--- src/cold_load_pkg.sv ---
// constants and types shared by the cold load detector
`default_nettype none
package cold_load_pkg;
    localparam int CLK_PERIOD_NS = 25;
    localparam int TICK_NS = 5_000_000;
    localparam int TICK_CYCLES = (TICK_NS + CLK_PERIOD_NS - 1) / CLK_PERIOD_NS;

    localparam int MEAS_W = 16;
    localparam int SET_W = 20;
    localparam int TIMER_W = 20;
    localparam int ADDR_W = 8;
    localparam int NUM_PHASES = 3;
    localparam int NUM_THR = 3;
    localparam int NUM_GROUPS = 2;
    localparam int NUM_SET = 6;
    localparam int HYST_PCT = 97;
    localparam int FULL_PCT = 100;

    // setting slots within a group, thresholds first
    localparam int SET_LOW = 0;
    localparam int SET_HIGH = 1;
    localparam int SET_OVER = 2;
    localparam int SET_TSET = 3;
    localparam int SET_TMAX = 4;
    localparam int SET_TMIN = 5;

    // thresholds in 0.01 x nominal, timers in 5 ms ticks
    localparam logic [SET_W-1:0] LOW_RST = 20'h00014;
    localparam logic [SET_W-1:0] HIGH_RST = 20'h00078;
    localparam logic [SET_W-1:0] OVER_RST = 20'h000C8;
    localparam logic [SET_W-1:0] TSET_RST = 20'h007D0;
    localparam logic [SET_W-1:0] TMAX_RST = 20'h01770;
    localparam logic [SET_W-1:0] TMIN_RST = 20'h00008;
    localparam logic [NUM_SET-1:0][SET_W-1:0] SET_RESET = {TMIN_RST, TMAX_RST, TSET_RST, OVER_RST, HIGH_RST, LOW_RST};

    localparam logic [ADDR_W-1:0] CTRL_ADDR = 8'h00;
    localparam logic [ADDR_W-1:0] STATUS_ADDR = 8'h04;
    localparam logic [ADDR_W-1:0] EVENT_ADDR = 8'h08;
    localparam logic [ADDR_W-1:0] MASK_ADDR = 8'h0C;
    localparam logic [ADDR_W-1:0] BANK_BASE = 8'h20;
    localparam logic [ADDR_W-1:0] BANK_END = 8'h60;
    localparam int BANK_GROUP_BIT = 5;
    localparam int BANK_IDX_LSB = 2;

    localparam int CTRL_GROUP = 0;
    localparam int STS_COND_LSB = 0;
    localparam int STS_ACTIVE = 3;
    localparam int STS_BLOCKED = 4;
    localparam int STS_LOW = 5;
    localparam int STS_HIGH = 6;
    localparam int STS_OVER = 7;
    localparam int STS_BLOCK_IN = 8;
    localparam int STS_GROUP = 9;

    localparam int EV_W = 6;
    localparam int EV_ACT_ON = 0;
    localparam int EV_ACT_OFF = 1;
    localparam int EV_BLOCKED = 2;
    localparam int EV_LOW_START = 3;
    localparam int EV_HIGH_START = 4;
    localparam int EV_OVER = 5;

    localparam logic [1:0] RESP_OKAY = 2'h0;
    localparam logic [1:0] RESP_SLVERR = 2'h2;

    typedef enum logic [2:0] {
        COND_NORMAL = 3'h0,
        COND_LOW = 3'h1,
        COND_OVER = 3'h2,
        COND_ACTIVE = 3'h3,
        COND_BLOCKED = 3'h4
    } cond_t;

    typedef enum logic [2:0] {
        ST_NORMAL = 3'h0,
        ST_LOW = 3'h1,
        ST_ARMED = 3'h2,
        ST_MIN = 3'h3,
        ST_MAX = 3'h4,
        ST_OVER = 3'h5,
        ST_BLOCKED = 3'h6
    } fsm_t;
endpackage
`default_nettype wire

--- src/cold_load_detect.sv ---
// cold load pick-up detector with AXI4-Lite settings and status
// Operation
// - only fundamental magnitudes of the three phases are measured
// - each phase magnitude is compared against each of the three threshold settings continuously
// - picked comparisons release below 97 percent of the setting
// - one setting value serves all three phases
// - overcurrent picks up when any one phase exceeds, inrush only when all three phases exceed
// - setting group may switch while running, new values apply at once
// - low condition needs all phases below low threshold, default 0.20
// - inrush needs all phases above high threshold, default 1.20
// - any phase above overcurrent threshold releases activation at once
// - status shows normal, low, overcurrent, active or blocked
// - activation after low condition lasts the start time, zero is immediate
// - maximum timer runs during inrush, expiry releases activation
// - minimum timer holds activation between thresholds, then releases
// - block active at pick-up gives blocked output and stops processing
`default_nettype none
module cold_load_detect #(
    parameter int TICK_CYCLES = cold_load_pkg::TICK_CYCLES
) (
    input wire logic mclk,
    input wire logic srst,
    input wire logic [cold_load_pkg::MEAS_W-1:0] phase_a_fundamental,
    input wire logic [cold_load_pkg::MEAS_W-1:0] phase_b_fundamental,
    input wire logic [cold_load_pkg::MEAS_W-1:0] phase_c_fundamental,
    input wire logic block_in,
    output logic cold_load_active_out,
    output logic blocked_out,
    output logic [2:0] cold_load_condition_status,
    output logic irq,
    input wire logic [cold_load_pkg::ADDR_W-1:0] s_axi_awaddr,
    input wire logic s_axi_awvalid,
    output logic s_axi_awready,
    input wire logic [31:0] s_axi_wdata,
    input wire logic [3:0] s_axi_wstrb,
    input wire logic s_axi_wvalid,
    output logic s_axi_wready,
    output logic [1:0] s_axi_bresp,
    output logic s_axi_bvalid,
    input wire logic s_axi_bready,
    input wire logic [cold_load_pkg::ADDR_W-1:0] s_axi_araddr,
    input wire logic s_axi_arvalid,
    output logic s_axi_arready,
    output logic [31:0] s_axi_rdata,
    output logic [1:0] s_axi_rresp,
    output logic s_axi_rvalid,
    input wire logic s_axi_rready
);
    localparam int NG = cold_load_pkg::NUM_GROUPS;
    localparam int NS = cold_load_pkg::NUM_SET;
    localparam int SW = cold_load_pkg::SET_W;
    localparam int EW = cold_load_pkg::EV_W;
    localparam int AW = cold_load_pkg::ADDR_W;
    localparam int BANK_IDX_HI = cold_load_pkg::BANK_GROUP_BIT - 1;

    typedef struct packed {
        cold_load_pkg::fsm_t st;
        logic [cold_load_pkg::TIMER_W-1:0] timer;
        logic [31:0] div;
        logic tick;
        logic [2:0] blk_sync;
        logic block_level;
        logic group;
        logic [NG-1:0][NS-1:0][SW-1:0] cfg;
        logic [EW-1:0] events;
        logic [EW-1:0] mask;
        logic irq;
        logic active;
        logic blocked;
        cold_load_pkg::cond_t cond;
        logic aw_got;
        logic w_got;
        logic [AW-1:0] waddr;
        logic [31:0] wdata;
        logic [3:0] wstrb;
        logic awready;
        logic wready;
        logic bvalid;
        logic [1:0] bresp;
        logic arready;
        logic rvalid;
        logic [31:0] rdata;
        logic [1:0] rresp;
    } regs_t;

    regs_t r;
    regs_t n;
    logic [NS-1:0][SW-1:0] cfg_cur;
    logic [cold_load_pkg::NUM_PHASES-1:0][cold_load_pkg::MEAS_W-1:0] meas;
    logic [cold_load_pkg::NUM_THR-1:0][cold_load_pkg::NUM_PHASES-1:0] above;
    logic low_cond;
    logic high_all;
    logic over_any;
    logic pick;

    assign cfg_cur = r.cfg[r.group];
    assign meas = {phase_c_fundamental, phase_b_fundamental, phase_a_fundamental};

    for (genvar k = 0; k < cold_load_pkg::NUM_THR; k++) begin : g_thr
        for (genvar p = 0; p < cold_load_pkg::NUM_PHASES; p++) begin : g_ph
            threshold_hysteresis #(
                .MEAS_W(cold_load_pkg::MEAS_W),
                .THR_W(SW)
            ) u_cmp (
                .mclk(mclk),
                .srst(srst),
                .meas(meas[p]),
                .thr(cfg_cur[k]),
                .picked(above[k][p])
            );
        end
    end

    assign low_cond = ~|above[cold_load_pkg::SET_LOW];
    assign high_all = &above[cold_load_pkg::SET_HIGH];
    assign over_any = |above[cold_load_pkg::SET_OVER];

    assign cold_load_active_out = r.active;
    assign blocked_out = r.blocked;
    assign cold_load_condition_status = r.cond;
    assign irq = r.irq;
    assign s_axi_awready = r.awready;
    assign s_axi_wready = r.wready;
    assign s_axi_bvalid = r.bvalid;
    assign s_axi_bresp = r.bresp;
    assign s_axi_arready = r.arready;
    assign s_axi_rvalid = r.rvalid;
    assign s_axi_rdata = r.rdata;
    assign s_axi_rresp = r.rresp;

    function automatic logic [31:0] strb_merge(input logic [31:0] old, input logic [31:0] data,
                                               input logic [3:0] strb);
        logic [31:0] res;
        res = old;
        for (int b = 0; b < 4; b++) begin
            if (strb[b]) begin
                res[b*8 +: 8] = data[b*8 +: 8];
            end
        end
        return res;
    endfunction

    function automatic logic bank_hit(input logic [AW-1:0] a);
        logic [AW-1:0] off;
        off = AW'(a - cold_load_pkg::BANK_BASE);
        return a >= cold_load_pkg::BANK_BASE && a < cold_load_pkg::BANK_END &&
               32'(off[BANK_IDX_HI:cold_load_pkg::BANK_IDX_LSB]) < NS;
    endfunction

    always_comb begin
        logic [EW-1:0] ev_set;
        logic [EW-1:0] ev_clr;
        logic [AW-1:0] off;
        logic [31:0] rd;
        n = r;
        ev_set = '0;
        ev_clr = '0;
        off = '0;
        rd = '0;
        pick = 1'b0;
        n.tick = 1'b0;

        // 5 ms tick from the program clock
        if (r.div >= 32'(TICK_CYCLES - 1)) begin
            n.div = '0;
            n.tick = 1'b1;
        end else begin
            n.div = r.div + 32'h1;
        end

        // block pin: level changes once stages two and three agree
        n.blk_sync = {r.blk_sync[1:0], block_in};
        if (r.blk_sync[1] == r.blk_sync[2]) begin
            n.block_level = r.blk_sync[2];
        end

        case (r.st)
            cold_load_pkg::ST_NORMAL: begin
                if (low_cond) begin
                    n.st = cold_load_pkg::ST_LOW;
                    ev_set[cold_load_pkg::EV_LOW_START] = 1'b1;
                end
            end
            cold_load_pkg::ST_LOW: begin
                if (!low_cond) begin
                    n.st = cold_load_pkg::ST_NORMAL;
                end else if (r.timer >= cfg_cur[cold_load_pkg::SET_TSET]) begin
                    pick = 1'b1;
                end else if (r.tick) begin
                    n.timer = r.timer + 1'b1;
                end
            end
            cold_load_pkg::ST_ARMED, cold_load_pkg::ST_MIN, cold_load_pkg::ST_MAX: begin
                if (over_any) begin
                    n.st = cold_load_pkg::ST_OVER;
                    ev_set[cold_load_pkg::EV_OVER] = 1'b1;
                end else if (r.block_level) begin
                    n.st = cold_load_pkg::ST_NORMAL;
                end else if (r.st == cold_load_pkg::ST_MAX) begin
                    if (!high_all) begin
                        n.st = cold_load_pkg::ST_MIN;
                    end else if (r.timer >= cfg_cur[cold_load_pkg::SET_TMAX]) begin
                        n.st = cold_load_pkg::ST_NORMAL;
                    end else if (r.tick) begin
                        n.timer = r.timer + 1'b1;
                    end
                end else if (high_all) begin
                    n.st = cold_load_pkg::ST_MAX;
                    ev_set[cold_load_pkg::EV_HIGH_START] = 1'b1;
                end else if (low_cond) begin
                    n.st = cold_load_pkg::ST_ARMED;
                end else if (r.st == cold_load_pkg::ST_ARMED) begin
                    n.st = cold_load_pkg::ST_MIN;
                end else if (r.timer >= cfg_cur[cold_load_pkg::SET_TMIN]) begin
                    n.st = cold_load_pkg::ST_NORMAL;
                end else if (r.tick) begin
                    n.timer = r.timer + 1'b1;
                end
            end
            cold_load_pkg::ST_OVER: begin
                if (!over_any) begin
                    n.st = cold_load_pkg::ST_NORMAL;
                end
            end
            cold_load_pkg::ST_BLOCKED: begin
                if (!r.block_level) begin
                    n.st = cold_load_pkg::ST_NORMAL;
                end
            end
            default: begin
                n.st = cold_load_pkg::ST_NORMAL;
            end
        endcase

        if (pick) begin
            if (r.block_level) begin
                n.st = cold_load_pkg::ST_BLOCKED;
                ev_set[cold_load_pkg::EV_BLOCKED] = 1'b1;
            end else begin
                n.st = cold_load_pkg::ST_ARMED;
                ev_set[cold_load_pkg::EV_ACT_ON] = 1'b1;
            end
        end

        // timer restarts on every state change
        if (n.st != r.st) begin
            n.timer = '0;
        end

        n.active = n.st == cold_load_pkg::ST_ARMED || n.st == cold_load_pkg::ST_MIN ||
                   n.st == cold_load_pkg::ST_MAX;
        n.blocked = n.st == cold_load_pkg::ST_BLOCKED;
        if (r.active && !n.active) begin
            ev_set[cold_load_pkg::EV_ACT_OFF] = 1'b1;
        end
        case (n.st)
            cold_load_pkg::ST_NORMAL: n.cond = cold_load_pkg::COND_NORMAL;
            cold_load_pkg::ST_LOW: n.cond = cold_load_pkg::COND_LOW;
            cold_load_pkg::ST_OVER: n.cond = cold_load_pkg::COND_OVER;
            cold_load_pkg::ST_BLOCKED: n.cond = cold_load_pkg::COND_BLOCKED;
            default: n.cond = cold_load_pkg::COND_ACTIVE;
        endcase

        // write channel: address and data taken in either order
        if (r.awready && s_axi_awvalid) begin
            n.aw_got = 1'b1;
            n.waddr = s_axi_awaddr;
        end
        if (r.wready && s_axi_wvalid) begin
            n.w_got = 1'b1;
            n.wdata = s_axi_wdata;
            n.wstrb = s_axi_wstrb;
        end
        if (r.bvalid && s_axi_bready) begin
            n.bvalid = 1'b0;
        end
        if (r.aw_got && r.w_got) begin
            n.aw_got = 1'b0;
            n.w_got = 1'b0;
            n.bvalid = 1'b1;
            n.bresp = cold_load_pkg::RESP_OKAY;
            off = AW'(r.waddr - cold_load_pkg::BANK_BASE);
            if (r.waddr == cold_load_pkg::CTRL_ADDR) begin
                if (r.wstrb[0]) begin
                    n.group = r.wdata[cold_load_pkg::CTRL_GROUP];
                end
            end else if (r.waddr == cold_load_pkg::MASK_ADDR) begin
                n.mask = EW'(strb_merge(32'(r.mask), r.wdata, r.wstrb));
            end else if (bank_hit(r.waddr)) begin
                n.cfg[off[cold_load_pkg::BANK_GROUP_BIT]][off[BANK_IDX_HI:cold_load_pkg::BANK_IDX_LSB]] =
                    SW'(strb_merge(32'(r.cfg[off[cold_load_pkg::BANK_GROUP_BIT]]
                        [off[BANK_IDX_HI:cold_load_pkg::BANK_IDX_LSB]]), r.wdata, r.wstrb));
            end else if (r.waddr != cold_load_pkg::STATUS_ADDR && r.waddr != cold_load_pkg::EVENT_ADDR) begin
                n.bresp = cold_load_pkg::RESP_SLVERR;
            end
        end

        // read channel
        if (r.rvalid && s_axi_rready) begin
            n.rvalid = 1'b0;
        end
        if (r.arready && s_axi_arvalid) begin
            n.rvalid = 1'b1;
            n.rresp = cold_load_pkg::RESP_OKAY;
            off = AW'(s_axi_araddr - cold_load_pkg::BANK_BASE);
            if (s_axi_araddr == cold_load_pkg::CTRL_ADDR) begin
                rd[cold_load_pkg::CTRL_GROUP] = r.group;
            end else if (s_axi_araddr == cold_load_pkg::STATUS_ADDR) begin
                rd[cold_load_pkg::STS_COND_LSB +: 3] = r.cond;
                rd[cold_load_pkg::STS_ACTIVE] = r.active;
                rd[cold_load_pkg::STS_BLOCKED] = r.blocked;
                rd[cold_load_pkg::STS_LOW] = low_cond;
                rd[cold_load_pkg::STS_HIGH] = high_all;
                rd[cold_load_pkg::STS_OVER] = over_any;
                rd[cold_load_pkg::STS_BLOCK_IN] = r.block_level;
                rd[cold_load_pkg::STS_GROUP] = r.group;
            end else if (s_axi_araddr == cold_load_pkg::EVENT_ADDR) begin
                rd = 32'(r.events);
                ev_clr = r.events;
            end else if (s_axi_araddr == cold_load_pkg::MASK_ADDR) begin
                rd = 32'(r.mask);
            end else if (bank_hit(s_axi_araddr)) begin
                rd = 32'(r.cfg[off[cold_load_pkg::BANK_GROUP_BIT]][off[BANK_IDX_HI:cold_load_pkg::BANK_IDX_LSB]]);
            end else begin
                n.rresp = cold_load_pkg::RESP_SLVERR;
            end
            n.rdata = rd;
        end

        // a new event in the clearing read's cycle survives
        n.events = (r.events & ~ev_clr) | ev_set;
        n.irq = |(n.events & n.mask);
        n.awready = !n.aw_got && !n.bvalid;
        n.wready = !n.w_got && !n.bvalid;
        n.arready = !n.rvalid;

        if (srst) begin
            n = '0;
            n.cfg = {NG{cold_load_pkg::SET_RESET}};
        end
    end

    always_ff @(posedge mclk) begin
        r <= n;
    end
endmodule
`default_nettype wire

--- src/threshold_hysteresis.sv ---
// one magnitude against one threshold, with release at 97 percent of the threshold
`default_nettype none
module threshold_hysteresis #(
    parameter int MEAS_W = 16,
    parameter int THR_W = 20
) (
    input wire logic mclk,
    input wire logic srst,
    input wire logic [MEAS_W-1:0] meas,
    input wire logic [THR_W-1:0] thr,
    output logic picked
);
    localparam int PW = ((MEAS_W > THR_W) ? MEAS_W : THR_W) + 8;

    typedef struct packed {
        logic picked;
    } cmp_t;

    cmp_t r;
    cmp_t n;
    logic [PW-1:0] meas_x;
    logic [PW-1:0] thr_x;
    logic [PW-1:0] meas_pct;
    logic [PW-1:0] thr_hyst;

    assign meas_x = PW'(meas);
    assign thr_x = PW'(thr);
    // scaling both sides avoids a divider while keeping the ratio exact
    assign meas_pct = PW'(meas_x * PW'(cold_load_pkg::FULL_PCT));
    assign thr_hyst = PW'(thr_x * PW'(cold_load_pkg::HYST_PCT));
    assign picked = r.picked;

    always_comb begin
        n = r;
        if (srst) begin
            n = '0;
        end else if (meas_x > thr_x) begin
            n.picked = 1'b1;
        end else if (meas_pct < thr_hyst) begin
            n.picked = 1'b0;
        end
    end

    always_ff @(posedge mclk) begin
        r <= n;
    end
endmodule
`default_nettype wire

--- config.mk ---
export PLATFORM = sky130hd
export DESIGN_NAME = cold_load_detect
export DESIGN_NICKNAME = d
export VERILOG_FILES = /design/src/cold_load_pkg.sv /design/src/cold_load_detect.sv /design/src/threshold_hysteresis.sv
export SDC_FILE = /design/constraint.sdc
export NUM_CORES = 2
export LEC_CHECK = 0
export BUFFER_PORTS_ARGS = -buffer_cell sky130_fd_sc_hd__buf_2
export CAP_MARGIN = 20
export CORE_MARGIN = 1.5
export CORE_UTILIZATION = 55
export CTS_BUF_LIST = sky130_fd_sc_hd__clkbuf_8 sky130_fd_sc_hd__clkbuf_16
export CTS_CLUSTER_DIAMETER = 100
export CTS_CLUSTER_SIZE = 40
export DETAILED_ROUTE_END_ITERATION = 10
export HOLD_SLACK_MARGIN = 0.05
export MAX_ROUTING_LAYER = met4
export PLACE_DENSITY = 0.71
export SKIP_CTS_REPAIR_TIMING = 1
export SLEW_MARGIN = 20
export SYNTH_ARGS = -nofsm -noshare
export SYNTH_HDL_FRONTEND = slang
export SYNTH_SLANG_ARGS = --single-unit
--- constraint.sdc ---
create_clock -name mclk -period 19.5 [get_ports mclk]
set_clock_uncertainty 0.1 [all_clocks]
set_input_delay 2.925 -clock mclk [delete_from_list [all_inputs] [get_ports mclk]]
set_output_delay 2.925 -clock mclk [all_outputs]
set_load 0.05 [all_outputs]
## Word-level counts from Yosys, hierarchy flattened

Index checks and enable logic that the tools add are counted.

| operators by class | value |
|---|---|
| $add $sub $neg | 4 |
| multiply operators | 6 |
| $lt $le $gt $ge | 35 |
| equality and inequality tests | 30 |
| multiplexer cells | 125 |
| bitwise operators | 6 |
| reductions and logical operators | 48 |

Operator list:

| cell | number |
|---|---|
| 2-to-1 mux 120 bit | 7 |
| 2-to-1 mux 20 bit | 15 |
| < comparator 28 bit | 9 |
| bitwise mux 240 bit | 1 |
| > comparator 16 x 20 -> 1 bit | 9 |
| binary-select mux 20 bit (select 3 bit) | 2 |
| demux 120 bit (select 1 bit) | 1 |
| multiplier 20 x 7 -> 27 bit, second input constant | 3 |
| 2-to-1 mux 8 bit | 10 |
| 2-to-1 mux 32 bit | 2 |
| multiplier 16 x 5 -> 21 bit, second input constant | 3 |
| demux 20 bit (select 3 bit) | 1 |
| greater-or-equal comparator 20 bit | 3 |
| 2-to-1 mux 6 bit | 8 |
| 2-to-1 mux 3 bit | 15 |
| case mux 20 bit (2 select lines) | 1 |
| 2-to-1 mux 1 bit | 39 |
| 2-to-1 mux 35 bit | 1 |
| adder 32 x 1 -> 32 bit, second input constant | 1 |
| greater-or-equal comparator 32 x 18 -> 1 bit, second input constant | 1 |
| 2-to-1 mux 31 bit | 1 |
| == test 8 x 4 -> 1 bit, second input constant | 3 |
| 2-to-1 mux 23 bit | 1 |
| 2-to-1 mux 2 bit | 11 |
| 40 further kinds | 106 |

| word-level totals | value |
|---|---|
| bits in registers | 402 |
| input bits | 108 |
| output and inout port bits | 47 |
| word-level logic and storage cells | 301 |

## Longest topological paths before layout

| logic depth | value |
|---|---|
| depth in word-level cells | 21 |
| gate-level depth with buffers | 28 |

## Hierarchy

From an unflattened synthesis, not the netlist that was laid out.

| unflattened totals | value |
|---|---|
| cell total of the unflattened synthesis | 7,179 |
| area total of the unflattened synthesis | 62,215.9 um2 |

Modules (own cells, without submodules):

| module | times used | cells each | area an instance (um2) | sequential area each (um2) |
|---|---|---|---|---|
| cold_load_detect | 1 | 2,196 | 20,621.0 | 7,587.3 |
| threshold_hysteresis (g_thr[0].g_ph[1].u_cmp ...) | 3 | 542 | 4,536.9 | 20.0 |
| threshold_hysteresis (g_thr[2].g_ph[0].u_cmp ...) | 2 | 563 | 4,670.7 | 20.0 |
| threshold_hysteresis (g_thr[1].g_ph[1].u_cmp) | 1 | 565 | 4,700.8 | 20.0 |
| threshold_hysteresis (g_thr[2].g_ph[2].u_cmp) | 1 | 561 | 4,667.0 | 20.0 |
| threshold_hysteresis (g_thr[0].g_ph[0].u_cmp) | 1 | 557 | 4,642.0 | 20.0 |
| threshold_hysteresis (g_thr[1].g_ph[2].u_cmp) | 1 | 548 | 4,633.2 | 20.0 |

## Least setup slack after synthesis

No wires, ideal clock.

| timing | value |
|---|---|
| path kind | input-to-reg |
| start point | input port phase_a_fundamental[2] (netlist name) |
| end point | register g_thr[0].g_ph[0].u_cmp.r |
| setup time | 0.128 ns |
| arrival | 7.088 ns |
| setup slack | 12.184 ns |
| cell stages on the path | 22 |
| path buffers | 0 |
| cell sequence | ha_1 -> ha_1 -> inv_1 -> fa_1 -> inv_1 -> ha_1 -> a21oi_1 -> o21bai_1 -> a31o_2 -> a41oi_1 -> a21oi_1 -> xor2_1 -> ha_1 -> a21o_1 -> a21o_1 -> a21oi_1 -> o21ai_0 -> a21o_1 -> a2111oi_0 -> o21ai_0 -> o211ai_1 -> o22ai_1 |

| between the ends | value |
|---|---|
| longest elaborated chain between the ends | 3 |
| elaborated cells between the ends (all ways) | 5 |
| those cells by class | 1 x mul; 2 x order compare; 1 x mux; 1 x reduce/logical |

Ends and longest elaborated chain:

| item | RTL line | RTL |
|---|---|---|
| start, declared | cold_load_detect.sv:23 | `input wire logic [cold_load_pkg::MEAS_W-1:0] phase_a_fundamental,` |
| multiplier 16 x 5 -> 21 bit | threshold_hysteresis.sv:29 | `assign meas_pct = PW'(meas_x * PW'(cold_load_pkg::FULL_PCT));` |
| < comparator 28 bit | threshold_hysteresis.sv:39 | `end else if (meas_pct < thr_hyst) begin` |
| nonzero test 2 bit (no line) | -- |  |
| end signal, assigned | threshold_hysteresis.sv:45 | `r <= n;` |
| end, declared | threshold_hysteresis.sv:19 | `cmp_t r;` |

Several ways; a longest one is shown, not always the timed one.
A chain may end at the register's enable or synchronous reset.

## Final worst setup path

| timing | value |
|---|---|
| start point | register r[345] (netlist name) |
| end point | register g_thr[1].g_ph[2].u_cmp.r |

| between the ends | value |
|---|---|
| longest elaborated chain between the ends | 5 |
| elaborated cells between the ends (all ways) | 7 |
| those cells by class | 1 x mul; 2 x order compare; 3 x mux; 1 x reduce/logical |

Ends and longest elaborated chain:

| item | RTL line | RTL |
|---|---|---|
| start, declared | cold_load_detect.sv:86 | `regs_t r;` |
| start signal, assigned | cold_load_detect.sv:344 | `r <= n;` |
| 2-to-1 mux 120 bit (implied by the code) * (2 in series) | cold_load_detect.sv:96 | `assign cfg_cur = r.cfg[r.group];` |
| multiplier 20 x 7 -> 27 bit | threshold_hysteresis.sv:30 | `assign thr_hyst = PW'(thr_x * PW'(cold_load_pkg::HYST_PCT));` |
| < comparator 28 bit | threshold_hysteresis.sv:39 |  |
| nonzero test 2 bit (no line) | -- |  |
| end signal, assigned | threshold_hysteresis.sv:45 |  |
| end, declared | threshold_hysteresis.sv:19 |  |

Every way passes the cells marked *; elsewhere a longest branch is shown, timed or not. The select of a mux whose other input is x is not followed.

==> run metrics <==
leakage power total=18.6 nW; ratio of final minimum period to clock period=0.444; internal power=1.35 mW; number of global-route vias before repair=29500; proportion of synthesized chip area in sequential cells=0.200; total number of H-tree levels=1; Post-synth top flop=sky130_fd_sc_hd__dfxtp_1; most frequent cells in the layout=sky130_fd_sc_hd__ha_1 (816), sky130_fd_sc_hd__nor2_1 (453), sky130_fd_sc_hd__inv_1 (419); Fin. Hold Viols=0; antenna violations before repair=2; max_slew headroom=0.150; area enclosed by the die boundary=72200 sq um; net switching power=0.905 mW; total clock sinks=388; total design power=2.25 mW; Hold WC Path Type=flip-flop to flip-flop; clock slew seen by the registers of the worst setup and hold paths=0.14 ns; maximum clock frequency=115 MHz; per-instance average area after synthesis=8.91 sq um; status=complete, no violations; Max Buffers Root-to-Sink=3; cell row count=97; wire length of the first global-routing pass=178000 um; setup repair after global routing missed its margin=false; sequential fraction of design power=0.365; endpoint kind of the worst setup timing path=flip-flop; global-route usage over all layers=0.334; Worst Path Arrival=8.95 ns; drt via density=6.15; total via count after detailed routing=32500; switching power share of the total=0.402; TNS Setup=0 ns; instance count after placement with tap cells included=5257; top fanout value on the critical path=50; clock group share of total power=0.197; y dimension of the die=269 um; Layout Area Growth over Synthesis=4.71%; hold slack final=0.358 ns; Min Clock Period, post-route=8.67 ns; RD Place Congestion=0.969; endpoint required time on the critical path=19.79 ns; number of design-rule violations left by the first detailed-router iteration=3225; TritonCTS clock tree=done; placed wire-length estimate after detailed placement=93000 um; die width=269 um; slack of the worst reg-to-reg path=10.83 ns; TritonCTS Buffers=15; category of the most critical setup path=flip-flop to flip-flop; share of cells above drive strength 1=0.0907; total of endpoints with negative setup slack in the final report=0; worst-margin pin slew=1.27 ns; P per Cell Area=55.4 nW/um^2; Cell Area, Placed=40100 sq um; number of synthesized register bits=388; number of standard cells after synthesis=4354; fraction of registers with async set or reset after synthesis=0; Root Buffer=sky130_fd_sc_hd__clkbuf_16; clock latency on the worst-skew pair=0.57 ns; most common library cell in the layout ignoring fill and taps=sky130_fd_sc_hd__ha_1; unique cell type count in the Yosys netlist=65; Net count, final=5329; number of filler cells placed in the layout=6377; number of enable flip-flop cells after synthesis=0; critical path launch point type=flip-flop; largest voltage drop on the vdd net=0.0619 mV; I/O Pins=155; cell area after synthesis=38800 sq um; number of nets still failing antenna checks after routing=0; Slew Viols, Final=0; global route overflow=0; final standard cell count with taps included and fillers excluded=5284; maximum number of pins on one net before global-route repair=111; average routed wire per standard cell=22.4 um; number of detailed-routing iterations run before antenna repair=6; Starting Density=0.555; share of power burned in combinational logic=0.438; number of input and output port buffers inserted=127; Yosys Warn Count=0; area of the core region=69900 sq um; DRC violation count after routing=0; number of max-cap violations=0; drt total wl=118000 um; final non-filler cell area=40600 sq um
## logic make-up (layout without fill, tap and decap cells)
logic type      count (synthesis)  after routing  synth area share
compound gates               1014           1014             0.176
xor+xnor                      131            131            0.0296
fa+ha+maj                     885            885             0.299
buf+inv                       647            608            0.0665
flops                         388            388             0.200
mux                           306            306             0.114
other cells                     1             30         0.0000966
simple gates                  982            982             0.115
## power by group through the flow
stage	Sequential, mW	Combinational [mW]	Clock, mW
after floorplan	0.830	0.661	0
after global placement	0.837	0.926	0
after detailed placement	0.838	0.942	0
after CTS	0.820	0.951	0.450
after global routing	0.824	1.09	0.477
final	0.822	0.986	0.444
## stage by stage
step           setup WS (ns)  utilization
5_1_grt                10.55        0.581
3_3_place_gp           10.87        0.573
3_5_place_dp           10.83        0.573
6_report               10.83        0.581
2_1_floorplan          12.18            -
4_1_cts                11.04        0.580
## worst max-delay path: stages, from the launching register on
cell                        delay (ns)
sky130_fd_sc_hd__dfxtp_4          0.80
sky130_fd_sc_hd__buf_4            0.70
sky130_fd_sc_hd__buf_4            0.83
sky130_fd_sc_hd__mux2i_1          0.54
sky130_fd_sc_hd__inv_1            0.24
sky130_fd_sc_hd__ha_1             0.24
sky130_fd_sc_hd__ha_1             0.18
sky130_fd_sc_hd__ha_1             0.27
sky130_fd_sc_hd__ha_1             0.28
sky130_fd_sc_hd__ha_1             0.35
sky130_fd_sc_hd__nor2b_1          0.15
sky130_fd_sc_hd__o21a_1           0.18
sky130_fd_sc_hd__o21ai_0          0.66
sky130_fd_sc_hd__nand2_1          0.10
sky130_fd_sc_hd__a21oi_1          0.24
sky130_fd_sc_hd__xnor2_1          0.32
sky130_fd_sc_hd__ha_1             0.35
sky130_fd_sc_hd__a21o_1           0.15
sky130_fd_sc_hd__a2111oi_0        0.40
sky130_fd_sc_hd__o21ai_0          0.27
sky130_fd_sc_hd__o2111ai_1        0.20
sky130_fd_sc_hd__a21oi_1          0.13
sky130_fd_sc_hd__a2111oi_0        0.53
sky130_fd_sc_hd__o32ai_1          0.15
## per-layer routing
metal  GRT usage  part of all wire
met1       0.462              0.45
met2       0.471              0.41
met3      0.0921              0.10
met4      0.0972             0.034
met5           -                 0
## state kept, by name (all words and copies together) (netlist names)
signal / count
cold_load_condition_status: 3
s_axi_arready: 1
blocked_out: 1
irq: 1
s_axi_rresp: 1
s_axi_bresp: 1
r: 346
g_thr.g_ph.u_cmp.picked: 9
s_axi_rdata: 20
s_axi_awready: 1
cold_load_active_out: 1
s_axi_wready: 1
s_axi_rvalid: 1
s_axi_bvalid: 1
## final cells by class
class | count | area, sq um | share of cell area
Clock buffer | 15 | 375 | 0.00924
Clock inverter | 8 | 128 | 0.00314
Tap cell | 940 | 1180 | 0.0289
Antenna cell | 2 | 5.00 | 0.000123
Sequential cell | 388 | 7780 | 0.191
Inverter | 417 | 1570 | 0.0385
Multi-Input combinational cell | 3346 | 28700 | 0.705
Timing Repair Buffer | 168 | 956 | 0.0235
## final timing paths
check / startpoint / to / cells after the start
worst max-delay path: r[345]$_SDFFE_PP0P_ / g_thr[1].g_ph[2].u_cmp.picked$_SDFFE_PP0P_ / 23
worst max register to register: r[345]$_SDFFE_PP0P_ / g_thr[1].g_ph[2].u_cmp.picked$_SDFFE_PP0P_ / 23
worst min-delay path: s_axi_bresp[1]$_SDFFE_PP0P_ / s_axi_bresp[1]$_SDFFE_PP0P_ / 2
worst min register to register: s_axi_bresp[1]$_SDFFE_PP0P_ / s_axi_bresp[1]$_SDFFE_PP0P_ / 2
## synthesized netlist by cell type, types with 11 or more instances
cell,instances,area [sq um]
sky130_fd_sc_hd__and3_1,22,138
sky130_fd_sc_hd__a211o_1,66,578
sky130_fd_sc_hd__or2_2,11,68.8
sky130_fd_sc_hd__mux4_2,104,2340
sky130_fd_sc_hd__xor2_1,58,508
sky130_fd_sc_hd__o211ai_1,18,135
sky130_fd_sc_hd__ha_1,816,10200
sky130_fd_sc_hd__mux2i_1,148,1480
sky130_fd_sc_hd__nand2b_1,37,231
sky130_fd_sc_hd__nor3_1,47,235
sky130_fd_sc_hd__nand4_1,67,419
sky130_fd_sc_hd__a2111oi_0,13,114
sky130_fd_sc_hd__nor2_1,463,1740
sky130_fd_sc_hd__a21o_1,120,901
sky130_fd_sc_hd__clkbuf_1,162,608
sky130_fd_sc_hd__o21ai_0,118,591
sky130_fd_sc_hd__nor4_1,19,119
sky130_fd_sc_hd__a221oi_1,21,184
sky130_fd_sc_hd__fa_1,69,1380
sky130_fd_sc_hd__a21oi_1,274,1370
sky130_fd_sc_hd__mux2_2,54,608
sky130_fd_sc_hd__xnor2_1,73,639
sky130_fd_sc_hd__buf_1,23,86.3
sky130_fd_sc_hd__or3_1,14,87.6
sky130_fd_sc_hd__inv_1,417,1570
sky130_fd_sc_hd__o21a_1,53,398
sky130_fd_sc_hd__o22ai_1,13,81.3
sky130_fd_sc_hd__nand2_1,178,668
sky130_fd_sc_hd__dfxtp_1,388,7770
sky130_fd_sc_hd__a31oi_1,16,100
sky130_fd_sc_hd__nor2b_1,43,269
sky130_fd_sc_hd__buf_4,39,293
sky130_fd_sc_hd__nand3_1,51,255
sky130_fd_sc_hd__a211oi_1,224,1680
Power figures use the tool's default switching activity.
